--- src/common/glc_params.svh ---
// glc_params.svh: constants of the guard lock interlock controller
// assumes a 250 MHz reference clock and Avalon-MM register access
// Operation
// - no-door mode: safe output high only when locked, no request, no fault
// - door mode: safe output high only with door closed and guard locked
// - unlock request drops the safe output at once, then unlocks
// - solenoid goes to unlocking only after the release delay elapsed
// - release delay 0-1 s by 100 ms, 1.5-10 s by 0.5 s, 15-25 s
// - lock feedback must follow each drive change within the timeout
// - feedback timeout 10-100 ms, 150 ms-1 s by 50 ms, 1.5-3 s
// - any fault forces the safe output low
// - door mode: door open while feedback shows locked is a fault
// - enabled fault flag output is high while a fault exists
// - no-door mode: request low returns the drive to locking at once
// - door mode: relock only once the door feedback shows closed
// - safe output returns as soon as feedback confirms locked
// - spring option: solenoid de-energised locks, energised unlocks
`ifndef GLC_PARAMS_SVH
`define GLC_PARAMS_SVH

// clock and tick
`define GLC_CLK_MHZ          250
`define GLC_TICK_MS          1
`define GLC_TICK_CYCLES      (`GLC_TICK_MS * 1000 * `GLC_CLK_MHZ)
`define GLC_TICK_W           18
`define GLC_MS_W             15
`define GLC_SEL_W            5

// release delay table
`define GLC_REL_SEG1_LAST    5'h0a
`define GLC_REL_STEP1_MS     15'h0064
`define GLC_REL_SEG2_FIRST   5'h0b
`define GLC_REL_SEG2_LAST    5'h1c
`define GLC_REL_SEG2_BASE    15'h05dc
`define GLC_REL_STEP2_MS     15'h01f4
`define GLC_REL_SEG3_FIRST   5'h1d
`define GLC_REL_SEG3_BASE    15'h3a98
`define GLC_REL_STEP3_MS     15'h1388

// feedback timeout table
`define GLC_FB_SEG1_LAST     5'h09
`define GLC_FB_SEG1_BASE     15'h000a
`define GLC_FB_STEP1_MS      15'h000a
`define GLC_FB_SEG2_FIRST    5'h0a
`define GLC_FB_SEG2_LAST     5'h1b
`define GLC_FB_SEG2_BASE     15'h0096
`define GLC_FB_STEP2_MS      15'h0032
`define GLC_FB_SEG3_FIRST    5'h1c
`define GLC_FB_SEG3_BASE     15'h05dc
`define GLC_FB_STEP3_MS      15'h01f4

// register map, byte addresses
`define GLC_ADDR_W           8
`define GLC_DW               32
`define GLC_REG_CTRL         8'h00
`define GLC_REG_REL_SEL      8'h04
`define GLC_REG_FB_SEL       8'h08
`define GLC_REG_STATUS       8'h0c
`define GLC_REG_IRQ_STAT     8'h10
`define GLC_REG_IRQ_CLR      8'h14
`define GLC_REG_IRQ_EN       8'h18

// control fields
`define GLC_CTRL_W           3
`define GLC_CTRL_NO_DOOR     0
`define GLC_CTRL_SPRING      1
`define GLC_CTRL_ERR_EN      2
`define GLC_CTRL_FCLR        3
`define GLC_CTRL_RST         3'h2
`define GLC_REL_SEL_RST      5'h05
`define GLC_FB_SEL_RST       5'h09

// status fields
`define GLC_ST_STATE         0
`define GLC_ST_STATE_W       2
`define GLC_ST_DRIVE         2
`define GLC_ST_SAFE          3
`define GLC_ST_FAULT         4
`define GLC_ST_F_TMO         5
`define GLC_ST_F_DOOR        6
`define GLC_ST_REQ           7
`define GLC_ST_FB            8
`define GLC_ST_DOOR          9

// interrupt events
`define GLC_IRQ_W            3
`define GLC_IRQ_FAULT        0
`define GLC_IRQ_UNLOCK       1
`define GLC_IRQ_SAFE         2

`endif

--- src/common/glc_pkg.sv ---
// glc_pkg.sv: types of the guard lock interlock controller
// assumes glc_params.svh for all numeric constants
package glc_pkg;

    // sequence of the guard lock
    typedef enum logic [1:0] {
        ST_LOCKED   = 2'b00,
        ST_DELAY    = 2'b01,
        ST_UNLOCKED = 2'b10,
        ST_RELOCK   = 2'b11
    } glc_state_e;

endpackage : glc_pkg

--- src/common/glc_in_if.sv ---
// glc_in_if.sv: filtered guard inputs passed from synchroniser to core
// assumes one clock domain on both ends
`timescale 1ns/1ps
`default_nettype none
interface glc_in_if;
    logic unlock;
    logic lock_fb;
    logic door;

    modport src (output unlock, output lock_fb, output door);
    modport dst (input unlock, input lock_fb, input door);
endinterface : glc_in_if
`default_nettype wire

--- src/design/glc_top.sv ---
// glc_top.sv: guard lock interlock controller with Avalon-MM registers
// assumes asynchronous guard pins, one 250 MHz clock, synchronous reset
//
// The register addresses and register access over Avalon-MM were chosen for this implementation.
`timescale 1ns/1ps
`default_nettype none
`include "glc_params.svh"
module glc_top
#(
    parameter int TICK_CYCLES = `GLC_TICK_CYCLES
)
(
    // clock and reset
    input  wire logic                   i_ref_clk,
    input  wire logic                   i_rst_n,
    // avalon-mm slave
    input  wire logic [`GLC_ADDR_W-1:0] i_avs_address,
    input  wire logic                   i_avs_read,
    input  wire logic                   i_avs_write,
    input  wire logic [`GLC_DW-1:0]     i_avs_writedata,
    output var logic  [`GLC_DW-1:0]     o_avs_readdata,
    output logic                        o_avs_waitrequest,
    // guard lock pins
    input  wire logic                   i_unlock_req,
    input  wire logic                   i_lock_fb,
    input  wire logic                   i_door_closed,
    output var logic                    o_lock_drive,
    output var logic                    o_safe,
    output var logic                    o_fault_flag_out,
    // interrupt
    output var logic                    o_irq
);
    // ------------------------------------------------------------------
    // declarations
    // ------------------------------------------------------------------
    glc_in_if pins ();

    logic                       tick;
    glc_pkg::glc_state_e        state;
    glc_pkg::glc_state_e        next_state;
    logic [`GLC_MS_W-1:0]       rel_cnt;
    logic [`GLC_MS_W-1:0]       next_rel_cnt;
    logic [`GLC_MS_W-1:0]       fb_cnt;
    logic [`GLC_MS_W-1:0]       next_fb_cnt;
    logic [`GLC_MS_W-1:0]       rel_target;
    logic [`GLC_MS_W-1:0]       fb_target;
    logic                       fb_pend;
    logic                       next_fb_pend;
    logic                       next_drive;
    logic                       next_safe;
    logic                       fault_tmo;
    logic                       next_fault_tmo;
    logic                       fault_door;
    logic                       next_fault_door;
    logic                       next_fault_out;
    logic                       lock_lvl;
    logic                       fb_locked;
    logic                       door_mode;
    logic                       fb_bad;
    logic                       fclr;
    logic [`GLC_CTRL_W-1:0]     ctrl;
    logic [`GLC_CTRL_W-1:0]     next_ctrl;
    logic [`GLC_SEL_W-1:0]      rel_sel;
    logic [`GLC_SEL_W-1:0]      next_rel_sel;
    logic [`GLC_SEL_W-1:0]      fb_sel;
    logic [`GLC_SEL_W-1:0]      next_fb_sel;
    logic [`GLC_IRQ_W-1:0]      irq_stat;
    logic [`GLC_IRQ_W-1:0]      next_irq_stat;
    logic [`GLC_IRQ_W-1:0]      irq_en;
    logic [`GLC_IRQ_W-1:0]      next_irq_en;
    logic [`GLC_IRQ_W-1:0]      irq_ev;
    logic [`GLC_IRQ_W-1:0]      irq_clr;
    logic                       next_irq;
    logic                       ack;
    logic                       next_ack;
    logic                       wr_en;
    logic [`GLC_DW-1:0]         status;
    logic [`GLC_DW-1:0]         rd_mux;
    logic [`GLC_DW-1:0]         next_rdata;

    // ------------------------------------------------------------------
    // input synchroniser and millisecond tick
    // ------------------------------------------------------------------
    glc_sync u_sync
    (
        .i_ref_clk     (i_ref_clk),
        .i_rst_n       (i_rst_n),
        .i_unlock_req  (i_unlock_req),
        .i_lock_fb     (i_lock_fb),
        .i_door_closed (i_door_closed),
        .pins          (pins.src)
    );

    glc_tick #(.TICK_CYCLES(TICK_CYCLES)) u_tick
    (
        .i_ref_clk (i_ref_clk),
        .i_rst_n   (i_rst_n),
        .o_tick    (tick)
    );

    // ------------------------------------------------------------------
    // delay tables in milliseconds
    // ------------------------------------------------------------------
    function automatic logic [`GLC_MS_W-1:0] rel_ms
        (input logic [`GLC_SEL_W-1:0] sel);
        logic [`GLC_MS_W-1:0] r;
        if (sel <= `GLC_REL_SEG1_LAST)
            r = `GLC_MS_W'(sel) * `GLC_REL_STEP1_MS;
        else if (sel <= `GLC_REL_SEG2_LAST)
            r = `GLC_REL_SEG2_BASE + `GLC_MS_W'(sel - `GLC_REL_SEG2_FIRST)
                * `GLC_REL_STEP2_MS;
        else
            r = `GLC_REL_SEG3_BASE + `GLC_MS_W'(sel - `GLC_REL_SEG3_FIRST)
                * `GLC_REL_STEP3_MS;
        return r;
    endfunction : rel_ms

    function automatic logic [`GLC_MS_W-1:0] fb_ms
        (input logic [`GLC_SEL_W-1:0] sel);
        logic [`GLC_MS_W-1:0] r;
        if (sel <= `GLC_FB_SEG1_LAST)
            r = `GLC_FB_SEG1_BASE + `GLC_MS_W'(sel) * `GLC_FB_STEP1_MS;
        else if (sel <= `GLC_FB_SEG2_LAST)
            r = `GLC_FB_SEG2_BASE + `GLC_MS_W'(sel - `GLC_FB_SEG2_FIRST)
                * `GLC_FB_STEP2_MS;
        else
            r = `GLC_FB_SEG3_BASE + `GLC_MS_W'(sel - `GLC_FB_SEG3_FIRST)
                * `GLC_FB_STEP3_MS;
        return r;
    endfunction : fb_ms

    // ------------------------------------------------------------------
    // lock sequence
    // ------------------------------------------------------------------
    always_comb
    begin
        rel_target = rel_ms(rel_sel);
        fb_target  = fb_ms(fb_sel);
        door_mode  = ~ctrl[`GLC_CTRL_NO_DOOR];
        // drive level that holds the guard locked
        lock_lvl   = ~ctrl[`GLC_CTRL_SPRING];
        // feedback mirrors the solenoid energised state
        fb_locked  = (pins.lock_fb == lock_lvl);

        next_state = state;
        unique case (state)
            glc_pkg::ST_LOCKED:
                if (pins.unlock)
                    next_state = glc_pkg::ST_DELAY;
            glc_pkg::ST_DELAY:
                if (!pins.unlock)
                    next_state = glc_pkg::ST_LOCKED;
                else if (rel_cnt >= rel_target)
                    next_state = glc_pkg::ST_UNLOCKED;
            glc_pkg::ST_UNLOCKED:
                if (!pins.unlock)
                begin
                    if (!door_mode || pins.door)
                        next_state = glc_pkg::ST_LOCKED;
                    else
                        next_state = glc_pkg::ST_RELOCK;
                end
            glc_pkg::ST_RELOCK:
                if (pins.unlock)
                    next_state = glc_pkg::ST_UNLOCKED;
                else if (pins.door)
                    next_state = glc_pkg::ST_LOCKED;
        endcase

        // release delay counted in ticks while waiting
        if (state == glc_pkg::ST_DELAY)
            next_rel_cnt = tick ? rel_cnt + `GLC_MS_W'(1) : rel_cnt;
        else
            next_rel_cnt = '0;

        if (next_state == glc_pkg::ST_UNLOCKED ||
            next_state == glc_pkg::ST_RELOCK)
            next_drive = ~lock_lvl;
        else
            next_drive = lock_lvl;
    end

    // ------------------------------------------------------------------
    // feedback supervision and faults
    // ------------------------------------------------------------------
    always_comb
    begin
        fclr = wr_en && i_avs_address == `GLC_REG_CTRL &&
               i_avs_writedata[`GLC_CTRL_FCLR];

        // each drive change restarts the feedback window
        if (next_drive != o_lock_drive)
        begin
            next_fb_pend = 1'b1;
            next_fb_cnt  = '0;
        end
        else
        begin
            next_fb_pend = fb_pend && (pins.lock_fb != o_lock_drive);
            next_fb_cnt  = (fb_pend && tick && fb_cnt < fb_target) ?
                           fb_cnt + `GLC_MS_W'(1) : fb_cnt;
        end

        // mismatch past the window, or with no drive change pending
        fb_bad = (pins.lock_fb != o_lock_drive) &&
                 (!fb_pend || fb_cnt >= fb_target);

        // hardware set wins over software clear
        next_fault_tmo  = fb_bad || (fault_tmo && !fclr);
        next_fault_door = (door_mode && !pins.door && fb_locked) ||
                          (fault_door && !fclr);
        next_fault_out  = next_fault_tmo || next_fault_door;

        next_safe = !next_fault_out &&
                    next_state == glc_pkg::ST_LOCKED &&
                    !pins.unlock && fb_locked &&
                    (!door_mode || pins.door);
    end

    // ------------------------------------------------------------------
    // interrupts
    // ------------------------------------------------------------------
    always_comb
    begin
        irq_ev = '0;
        irq_ev[`GLC_IRQ_FAULT]  = next_fault_out && !(fault_tmo || fault_door);
        irq_ev[`GLC_IRQ_UNLOCK] = next_state == glc_pkg::ST_UNLOCKED &&
                                  state == glc_pkg::ST_DELAY;
        irq_ev[`GLC_IRQ_SAFE]   = next_safe && !o_safe;
        irq_clr = (wr_en && i_avs_address == `GLC_REG_IRQ_CLR) ?
                  i_avs_writedata[`GLC_IRQ_W-1:0] : '0;
        next_irq_stat = irq_ev | (irq_stat & ~irq_clr);
        next_irq = |(next_irq_stat & next_irq_en);
    end

    // ------------------------------------------------------------------
    // avalon-mm register access, one wait state
    // ------------------------------------------------------------------
    assign o_avs_waitrequest = (i_avs_read || i_avs_write) && !ack;

    always_comb
    begin
        next_ack = (i_avs_read || i_avs_write) && !ack;
        wr_en    = i_avs_write && ack;

        status = '0;
        status[`GLC_ST_STATE +: `GLC_ST_STATE_W] = state;
        status[`GLC_ST_DRIVE]  = o_lock_drive;
        status[`GLC_ST_SAFE]   = o_safe;
        status[`GLC_ST_FAULT]  = fault_tmo || fault_door;
        status[`GLC_ST_F_TMO]  = fault_tmo;
        status[`GLC_ST_F_DOOR] = fault_door;
        status[`GLC_ST_REQ]    = pins.unlock;
        status[`GLC_ST_FB]     = pins.lock_fb;
        status[`GLC_ST_DOOR]   = pins.door;

        rd_mux = '0;
        case (i_avs_address)
            `GLC_REG_CTRL:     rd_mux[`GLC_CTRL_W-1:0] = ctrl;
            `GLC_REG_REL_SEL:  rd_mux[`GLC_SEL_W-1:0]  = rel_sel;
            `GLC_REG_FB_SEL:   rd_mux[`GLC_SEL_W-1:0]  = fb_sel;
            `GLC_REG_STATUS:   rd_mux = status;
            `GLC_REG_IRQ_STAT: rd_mux[`GLC_IRQ_W-1:0]  = irq_stat;
            `GLC_REG_IRQ_EN:   rd_mux[`GLC_IRQ_W-1:0]  = irq_en;
            default:           rd_mux = '0;
        endcase
        next_rdata = (i_avs_read && !ack) ? rd_mux : o_avs_readdata;

        next_ctrl   = ctrl;
        next_rel_sel = rel_sel;
        next_fb_sel = fb_sel;
        next_irq_en = irq_en;
        if (wr_en)
        begin
            case (i_avs_address)
                `GLC_REG_CTRL:
                    next_ctrl = i_avs_writedata[`GLC_CTRL_W-1:0];
                `GLC_REG_REL_SEL:
                    next_rel_sel = i_avs_writedata[`GLC_SEL_W-1:0];
                `GLC_REG_FB_SEL:
                    next_fb_sel = i_avs_writedata[`GLC_SEL_W-1:0];
                `GLC_REG_IRQ_EN:
                    next_irq_en = i_avs_writedata[`GLC_IRQ_W-1:0];
                default:
                    next_ctrl = ctrl;
            endcase
        end
    end

    // ------------------------------------------------------------------
    // registers
    // ------------------------------------------------------------------
    always_ff @(posedge i_ref_clk)
    begin
        if (!i_rst_n)
        begin
            state            <= glc_pkg::ST_LOCKED;
            rel_cnt          <= '0;
            fb_cnt           <= '0;
            fb_pend          <= 1'b1;
            o_lock_drive     <= ~1'(`GLC_CTRL_RST >> `GLC_CTRL_SPRING);
            o_safe           <= 1'b0;
            fault_tmo        <= 1'b0;
            fault_door       <= 1'b0;
            o_fault_flag_out <= 1'b0;
            ctrl             <= `GLC_CTRL_RST;
            rel_sel          <= `GLC_REL_SEL_RST;
            fb_sel           <= `GLC_FB_SEL_RST;
            irq_stat         <= '0;
            irq_en           <= '0;
            o_irq            <= 1'b0;
            ack              <= 1'b0;
            o_avs_readdata   <= '0;
        end
        else
        begin
            state            <= next_state;
            rel_cnt          <= next_rel_cnt;
            fb_cnt           <= next_fb_cnt;
            fb_pend          <= next_fb_pend;
            o_lock_drive     <= next_drive;
            o_safe           <= next_safe;
            fault_tmo        <= next_fault_tmo;
            fault_door       <= next_fault_door;
            o_fault_flag_out <= next_fault_out &&
                                next_ctrl[`GLC_CTRL_ERR_EN];
            ctrl             <= next_ctrl;
            rel_sel          <= next_rel_sel;
            fb_sel           <= next_fb_sel;
            irq_stat         <= next_irq_stat;
            irq_en           <= next_irq_en;
            o_irq            <= next_irq;
            ack              <= next_ack;
            o_avs_readdata   <= next_rdata;
        end
    end
endmodule : glc_top
`default_nettype wire

--- src/design/glc_sync.sv ---
// glc_sync.sv: three-stage synchroniser for the guard pins
// assumes asynchronous pins; a change counts once stages two and three agree
`timescale 1ns/1ps
`default_nettype none
module glc_sync
(
    // clock and reset
    input  wire logic i_ref_clk,
    input  wire logic i_rst_n,
    // pins
    input  wire logic i_unlock_req,
    input  wire logic i_lock_fb,
    input  wire logic i_door_closed,
    // filtered levels
    glc_in_if.src     pins
);
    localparam int N = 3;

    logic [N-1:0] raw;
    logic [N-1:0] ff1;
    logic [N-1:0] ff2;
    logic [N-1:0] ff3;
    logic [N-1:0] filt;
    logic [N-1:0] next_filt;

    assign raw = {~i_door_closed, i_lock_fb, i_unlock_req};

    genvar g;
    generate
        for (g = 0; g < N; g++)
        begin : g_bit
            always_comb
            begin
                next_filt[g] = (ff2[g] == ff3[g]) ? ff3[g] : filt[g];
            end

            always_ff @(posedge i_ref_clk)
            begin
                if (!i_rst_n)
                begin
                    ff1[g]  <= 1'b0;
                    ff2[g]  <= 1'b0;
                    ff3[g]  <= 1'b0;
                    filt[g] <= 1'b0;
                end
                else
                begin
                    ff1[g]  <= raw[g];
                    ff2[g]  <= ff1[g];
                    ff3[g]  <= ff2[g];
                    filt[g] <= next_filt[g];
                end
            end
        end
    endgenerate

    assign pins.unlock  = filt[0];
    assign pins.lock_fb = filt[1];
    assign pins.door    = ~filt[2]; // stored inverted: reset reads closed
endmodule : glc_sync
`default_nettype wire

--- src/design/glc_tick.sv ---
// glc_tick.sv: divider giving a one-cycle pulse every millisecond
// assumes the reference clock; TICK_CYCLES may be shortened in simulation
`timescale 1ns/1ps
`default_nettype none
`include "glc_params.svh"
module glc_tick
#(
    parameter int TICK_CYCLES = `GLC_TICK_CYCLES
)
(
    // clock and reset
    input  wire logic i_ref_clk,
    input  wire logic i_rst_n,
    // tick
    output var logic  o_tick
);
    logic [`GLC_TICK_W-1:0] cnt;
    logic [`GLC_TICK_W-1:0] next_cnt;
    logic                   next_tick;
    logic                   wrap;

    always_comb
    begin
        wrap      = (cnt == `GLC_TICK_W'(TICK_CYCLES - 1));
        next_cnt  = wrap ? '0 : cnt + `GLC_TICK_W'(1);
        next_tick = wrap;
    end

    always_ff @(posedge i_ref_clk)
    begin
        if (!i_rst_n)
        begin
            cnt    <= '0;
            o_tick <= 1'b0;
        end
        else
        begin
            cnt    <= next_cnt;
            o_tick <= next_tick;
        end
    end
endmodule : glc_tick
`default_nettype wire

--- config.mk ---
export PLATFORM = sky130hd
export DESIGN_NAME = glc_top
export DESIGN_NICKNAME = d
export VERILOG_FILES = /design/src/common/glc_pkg.sv /design/src/common/glc_in_if.sv /design/src/design/glc_top.sv /design/src/design/glc_sync.sv /design/src/design/glc_tick.sv
export VERILOG_INCLUDE_DIRS = /design/src /design/src/common
export SDC_FILE = /design/constraint.sdc
export NUM_CORES = 1
export LEC_CHECK = 0
export ABC_AREA = 1
export BUFFER_PORTS_ARGS = -buffer_cell sky130_fd_sc_hd__buf_2
export CAP_MARGIN = 20
export CELL_PAD_IN_SITES_DETAIL_PLACEMENT = 2
export CELL_PAD_IN_SITES_GLOBAL_PLACEMENT = 2
export CORE_MARGIN = 1.5
export CORE_UTILIZATION = 29
export DETAILED_ROUTE_END_ITERATION = 8
export PLACE_DENSITY = 0.75
export SLEW_MARGIN = 5
export SYNTH_ARGS = -nofsm -noshare
export SYNTH_HDL_FRONTEND = slang
export SYNTH_SLANG_ARGS = --single-unit
--- constraint.sdc ---
create_clock -name i_ref_clk -period 17.67 [get_ports i_ref_clk]
set_input_delay 0 -clock i_ref_clk [delete_from_list [all_inputs] [get_ports i_ref_clk]]
set_output_delay 0 -clock i_ref_clk [all_outputs]
set_load 0.01 [all_outputs]
==> metrics, run 1 <==
antenna violations before repair 1; library cells used by synthesis 57; total iterations of the first detailed-routing run 4; commonest non-fill, non-tap cells in the layout 305 x sky130_fd_sc_hd__inv_1, 294 x sky130_fd_sc_hd__nand2_1, 157 x sky130_fd_sc_hd__ha_1; top flip-flop cell by instance count after synthesis sky130_fd_sc_hd__dfxtp_1; Worst Hold Depth 3; number of ports placed on the die boundary 84; count of final hold-check violations 0; Critical-path top delay cell sky130_fd_sc_hd__dfxtp_1; combined buffer and inverter count along the critical path 7; Power Dens Cells 38.48 mW/mm2; clock tree from TritonCTS built; stages on the worst setup path 35; CP startpoint rel_sel[0]; total of endpoints with negative setup slack in the final report 0; worst clock skew 0.01370 ns; number of synthesized flops with an enable pin 0; RSZ-0062 raised after global routing false; synthesized area per cell 7.142 um2; worst reg2reg path endpoint fb_cnt[0]; mean number of vias per cell 4.716; total number of clock tree sinks 100; DIE AREA 0.04031 mm2; Final Hold Slack 0.08347 ns; critical path data required time 17.95 ns; Worst setup SP type flop; share of async-settable or async-resettable flops after synthesis 0%; clock input transition at the sequential cells of the worst setup and hold paths about 0.07 ns; HPWL after detailed placement 27.64 mm; final sum of negative setup slack 0 ns; capturing element type of the critical path flop; antenna-violating nets left 0; placeable core region 0.03865 mm2; leakage dissipation between 6 and 7 nW; growth of design area from synthesis to finish 9.200%; Congestion Overflow GR 0; count of standard-cell rows 72; wire per inst about 15 um; Data arrival, critical path between 8 and 9 ns; Final min period 7.795 ns; part of the cycle the worst path needs between 40% and 50%; top achievable clock speed 128.3 MHz; post-CTS repair timing setup buffer count 0; routed via count 10158; worst setup path end fb_cnt[0]; worst-case headroom to the max-slew limit a little over half; vias in the first global route 11219; worst min path class in2reg; number of DRC markers after the initial detailed-route iteration 293; chip width 200.8 um; CP top delay family adder cells; Die Y-Extent 200.8 um; post-synth design cell area 0.01134 mm2; fraction of layout cells with a size suffix above 1 7.829%; starting utilization of the core area 29.35%; setup slack, reg-to-reg 9.88 ns; max-cap viol count 0; number of instances resized during post-cts repair 0; number of port buffers 34; Final Routed Wirelength 32.80 mm; result of the run complete, no violations; stage delay of the slowest cell on the critical path 0.78 ns; worst r2r src rel_sel[0]; largest voltage drop on the vdd net 0.04803 mV; cell count after synthesis 1588; Inserted Clock Buffers 9; wire length of the first global-routing pass about 56 mm; most frequent standard cell in the layout excluding fill and tap cells sky130_fd_sc_hd__inv_1; critical-path maximum fanout 15; category of the most critical setup path reg2reg; slew at the pin closest to its max-slew limit a little over 0.7 ns; total track usage between 10% and 20%; number of synthesis warnings 0; depth of the most critical reg-to-reg path 35; Worst-Skew Late Latency 0.36 ns; drc violations 0; Hold Buf Count CTS 9; routability cong. 0.7976; Clock Tree Buf Depth 2; count of H-tree levels built during CTS 3; count of nets after finishing 1881; sequential element share of the synthesized area between 15 and 20%; number of flip-flops and latches in the synthesized netlist 100; Slew Viols, Final 0; Clk Tree Root Cell sky130_fd_sc_hd__clkbuf_16; fill count 4638; largest net degree at the start of global routing 39
## sequential cells by signal, indices dropped and copies added, names as in the netlist, 2 cells and up
name,count
state,2
ctrl,3
u_sync.ff2,3
u_tick.cnt,18
rel_cnt,15
fb_cnt,15
u_sync.ff3,3
fb_sel,5
u_sync.ff1,3
rel_sel,5
irq_en,3
irq_stat,3
o_avs_readdata,10
## cell type report
class                   instances  area [um2]  share of cell area [%]
multi-input cells            1159        7988                   64.49
clock inverters                 6       58.81                  0.4748
well taps                     518       648.1                   5.233
flip-flops and latches        100        2002                   16.16
diodes                          1       2.502                 0.02020
inverters                     315        1182                   9.546
repair buffers                 45       275.3                   2.222
clock buffers                  10       229.0                   1.849
## synthesized netlist by cell type, drive strengths merged, types with 7 or more instances
library cell	number	area [um2]
buf	29	226.5
a211oi	7	65.06
nand4	24	150.1
xnor2	34	316.6
ha	157	1964
dfxtp	100	2002
xor2	62	558.0
inv	311	1167
nand3	84	485.5
nand2	309	1207
nor3	25	145.1
or2	8	50.05
nor2	155	710.7
fa	47	940.9
o211ai	8	60.06
o21ai	70	350.3
a31oi	7	58.81
a21oi	98	524.3
## layer usage
layer | wire (um) | track usage (%)
met4 | 349 | 2.820
met5 | 0 | 0
met3 | 746 | 1.802
met1 | 14720 | 20.53
met2 | 16980 | 32.04
## worst min-delay path: cells and delay by family
kind | cells | cell delay [ns]
AOI/OAI and AO/OA | 1 | 0.14
buffers and inverters | 2 | 0.26
## power breakdown
| group | total [mW] | internal (mW) | switching (mW) |
|---|---|---|---|
| registers | 0.231 | 0.229 | 0.00214 |
| logic | 0.0507 | 0.0167 | 0.0339 |
| clock network | 0.195 | 0.0984 | 0.0967 |
## how the worst min path moves through the flow
stage | startpoint | endpoint | slack (ns)
5_1_grt | i_avs_writedata[1] | rel_sel[1] | 0.08
3_3_place_gp | i_door_closed | u_sync.ff1[2] | 0.16
2_1_floorplan | i_door_closed | u_sync.ff1[2] | 0.07
3_5_place_dp | i_door_closed | u_sync.ff1[2] | 0.16
4_1_cts | i_avs_writedata[1] | fb_sel[1] | 0.07
6_report | i_avs_writedata[1] | rel_sel[1] | 0.08
## cell families (layout without fill, tap and decap cells)
family                     count (synthesis)  after routing  synth area share [%]
AOI/OAI and AO/OA                        217            217                 11.13
xor gates and xnor gates                  96             96                 7.711
adders and majority gates                204            204                 25.61
buffers and inverters                    350            376                 12.62
DFF                                      100            100                 17.65
other                                      1             23               0.03306
and+or+nand+nor                          620            620                 25.24
## stage by stage
step / power (mW) / instances / worst slack, ns / utilization [%] / area, um2
CTS: 0.4844 / 2153 / 9.708 / 32.04 / 12380
floorplan: 0.2733 / 1609 / 11.40 / - / 11420
detailed placement: 0.2856 / 2128 / 9.813 / 31.06 / 12010
finish: 0.4765 / 2154 / 9.875 / 32.05 / 12390
global placement: 0.2835 / 2128 / 9.955 / 31.06 / 12010
global route: 0.4996 / 2153 / 9.108 / 32.04 / 12380
Note: power is estimated with default switching activity, not from simulation.
==> run 2: changes to the inputs <==
--- a/config.mk
+++ b/config.mk
@@ -14,7 +14,7 @@
 export CORE_MARGIN = 1.5
 export CORE_UTILIZATION = 29
 export DETAILED_ROUTE_END_ITERATION = 8
-export PLACE_DENSITY = 0.75
+export PLACE_DENSITY = 0.77
 export SLEW_MARGIN = 5
 export SYNTH_ARGS = -nofsm -noshare
 export SYNTH_HDL_FRONTEND = slang
==> constraint.sdc (replaced) <==
create_clock -name i_ref_clk -period 6.4 [get_ports i_ref_clk]
set_input_delay 0 -clock i_ref_clk [delete_from_list [all_inputs] [get_ports i_ref_clk]]
set_output_delay 0 -clock i_ref_clk [all_outputs]
set_load 0.01 [all_outputs]
==> run 2 against run 1 <==
Via count is 5.0% higher. Non-clock buffer count rose by 92. Combinational power increased to 3.6 times the previous value. Power grew to 3.1 times the previous value. Global-route usage increased by 1.1 points. Hold slack lost 0.0099 ns. Clock power rose to 3.3 times the previous value. First-iteration DRC count is 2.4% higher.
==> metrics, run 2 (same netlist as run 1, synthesis figures left out) <==
result of the run complete, no violations; critical path data required time 6.70 ns; clock input transition at the sequential cells of the worst setup and hold paths 0.07 ns; leakage dissipation approximately 6.6 nW; Data arrival, critical path 6.57 ns; Clk Tree Root Cell sky130_fd_sc_hd__clkbuf_16; Die Y-Extent roughly 200 um; Power Dens Cells about 110 mW/mm2; critical-path maximum fanout 5; HPWL after detailed placement 29.76 mm; total track usage approximately 18%; antenna-violating nets left 0; total iterations of the first detailed-routing run 4; worst setup path end fb_cnt[6]; chip width 200.8 um; drc violations 0; most frequent standard cell in the layout excluding fill and tap cells sky130_fd_sc_hd__inv_1; register bank with the most flops u_tick.cnt; worst reg2reg path endpoint fb_cnt[6]; worst r2r src rel_sel[2]; Congestion Overflow GR 0; depth of the most critical reg-to-reg path 35; Worst-Skew Late Latency 0.35 ns; largest net degree at the start of global routing 39; Worst setup SP type flop; Final min period around 6.3 ns; fraction of the core area covered by cells at the end of the flow roughly 36%; registers with the most flip-flops u_tick.cnt: 18 flops, fb_cnt: 15 flops, rel_cnt: 15 flops; Clock Tree Buf Depth 2; Worst Hold Depth 3; routed via count 10668; routability cong. just over 0.8; part of the cycle the worst path needs ~98%; antenna violations before repair 0; growth of design area from synthesis to finish 21.90%; worst-case headroom to the max-slew limit between 30 and 40%; count of H-tree levels built during CTS 3; Critical-path top delay cell sky130_fd_sc_hd__fa_1; wire per inst 16.34 um; count of standard-cell rows 72; slew at the pin closest to its max-slew limit 0.9862 ns; total placed instance area approximately 0.013 mm2; top achievable clock speed 159.5 MHz; placeable core region about 0.039 mm2; starting utilization of the core area between 20% and 30%; antenna cells 0; clock tree from TritonCTS built; fraction of layout cells with a size suffix above 1 approximately a fifth; max reg flops 18; number of DRC markers after the initial detailed-route iteration 300; fin area 0.01383 mm2; worst slack, placed -0.3538 ns; worst min path class in2reg; CP startpoint rel_sel[2]; RSZ-0062 raised after global routing true; count of nets after finishing 1973; number of port buffers 34; Setup WS post-layout 0.1302 ns; category of the most critical setup path reg2reg; count of final hold-check violations 0; commonest non-fill, non-tap cells in the layout 291 x sky130_fd_sc_hd__inv_1, 262 x sky130_fd_sc_hd__nand2_1, 141 x sky130_fd_sc_hd__ha_1; vias in the first global route ~12000; max-cap viol count 0; number of ports placed on the die boundary between 80 and 90; capturing element type of the critical path flop; Slew Viols, Final 0; mean number of vias per cell 4.752; largest voltage drop on the vdd net 0.1145 mV; wire length of the first global-routing pass 59.54 mm; Hold Startpoint i_avs_read; total number of clock tree sinks 100; stage delay of the slowest cell on the critical path 0.59 ns; worst clock skew 0.007920 ns; total of endpoints with negative setup slack in the final report 0; DIE AREA 0.04031 mm2; Inserted Clock Buffers 9; Final Routed Wirelength 36.69 mm; setup slack, reg-to-reg around 0.13 ns
==> run 2: cell types whose count changed in the layout (fill, tap and decap cells not counted), sizes merged <==
cell and delta:
inv +1, clkinvlp -1, diode -1, clkinv -3
dlygate4sd3 -2, bufinv +3, buf +94
==> run 2: area by class of cell <==
cell class / count / area [um2]
fillers: 4523 / 24820
well taps: 518 / 648.1
flip-flops and latches: 100 / 2014
clock buffers: 10 / 229.0
clock inverters: 6 / 118.9
multi-input cells: 1159 / 8623
inverters: 315 / 1187
repair buffers: 137 / 1005
==> run 2: stage by stage <==
stage | hold WS (ns) | TNS (ns) | instances | power (mW)
2_1_floorplan | 0.07238 | 0 | 1609 | 0.7545
3_3_place_gp | 0.1642 | -0.7998 | 2216 | 0.8001
3_5_place_dp | 0.1675 | -5.064 | 2216 | 0.8066
4_1_cts | 0.06500 | 0 | 2240 | 1.467
5_1_grt | 0.09480 | -2.853 | 2245 | 1.533
6_report | 0.07357 | 0 | 2245 | 1.468
==> run 2: where the power goes <==
| group | switching (mW) | internal, mW |
|---|---|---|
| Sequential | 0.00583 | 0.630 |
| Clock | 0.263 | 0.389 |
| Combinational | 0.114 | 0.0667 |
| Total | 0.383 | 1.09 |
==> run 2: per-layer routing <==
layer	GRT usage, %	vias to the layer above	part of all wire, %	wire (um)
li1	-	5253	-	-
met1	20.66	5254	42	15360
met2	35.34	110	54	19770
met3	1.705	51	1.7	625
met4	4.296	0	2.5	935
met5	0	-	0	0
==> run 2: critical path, delay by kind of cell, from the launching register on <==
family	cells	cell delay, ns
AOI/OAI and AO/OA	3	0.51
xor gates and xnor gates	1	0.21
adders and majority gates	7	2.77
buffers and inverters	8	0.79
DFF	1	0.36
and+or+nand+nor	16	1.55
==> run 2: how the worst min path moves through the flow <==
stage | endpoint | slack, ns
2_1_floorplan | u_sync.ff1[2] | 0.07
3_3_place_gp | u_sync.ff1[2] | 0.16
3_5_place_dp | u_sync.ff1[2] | 0.17
4_1_cts | ack | 0.06
5_1_grt | ack | 0.09
6_report | ack | 0.07
==> run 2: timing repair <==
action | CTS | global route
gates cloned | 0 | 0
buffers inserted | 1 | 5
setup endpoints to repair | 21 | 24
resized for setup | 35 | 128
hold buffers | 7 | 0
hold endpoints to repair | 8 | 0
pin swaps | 12 | 51
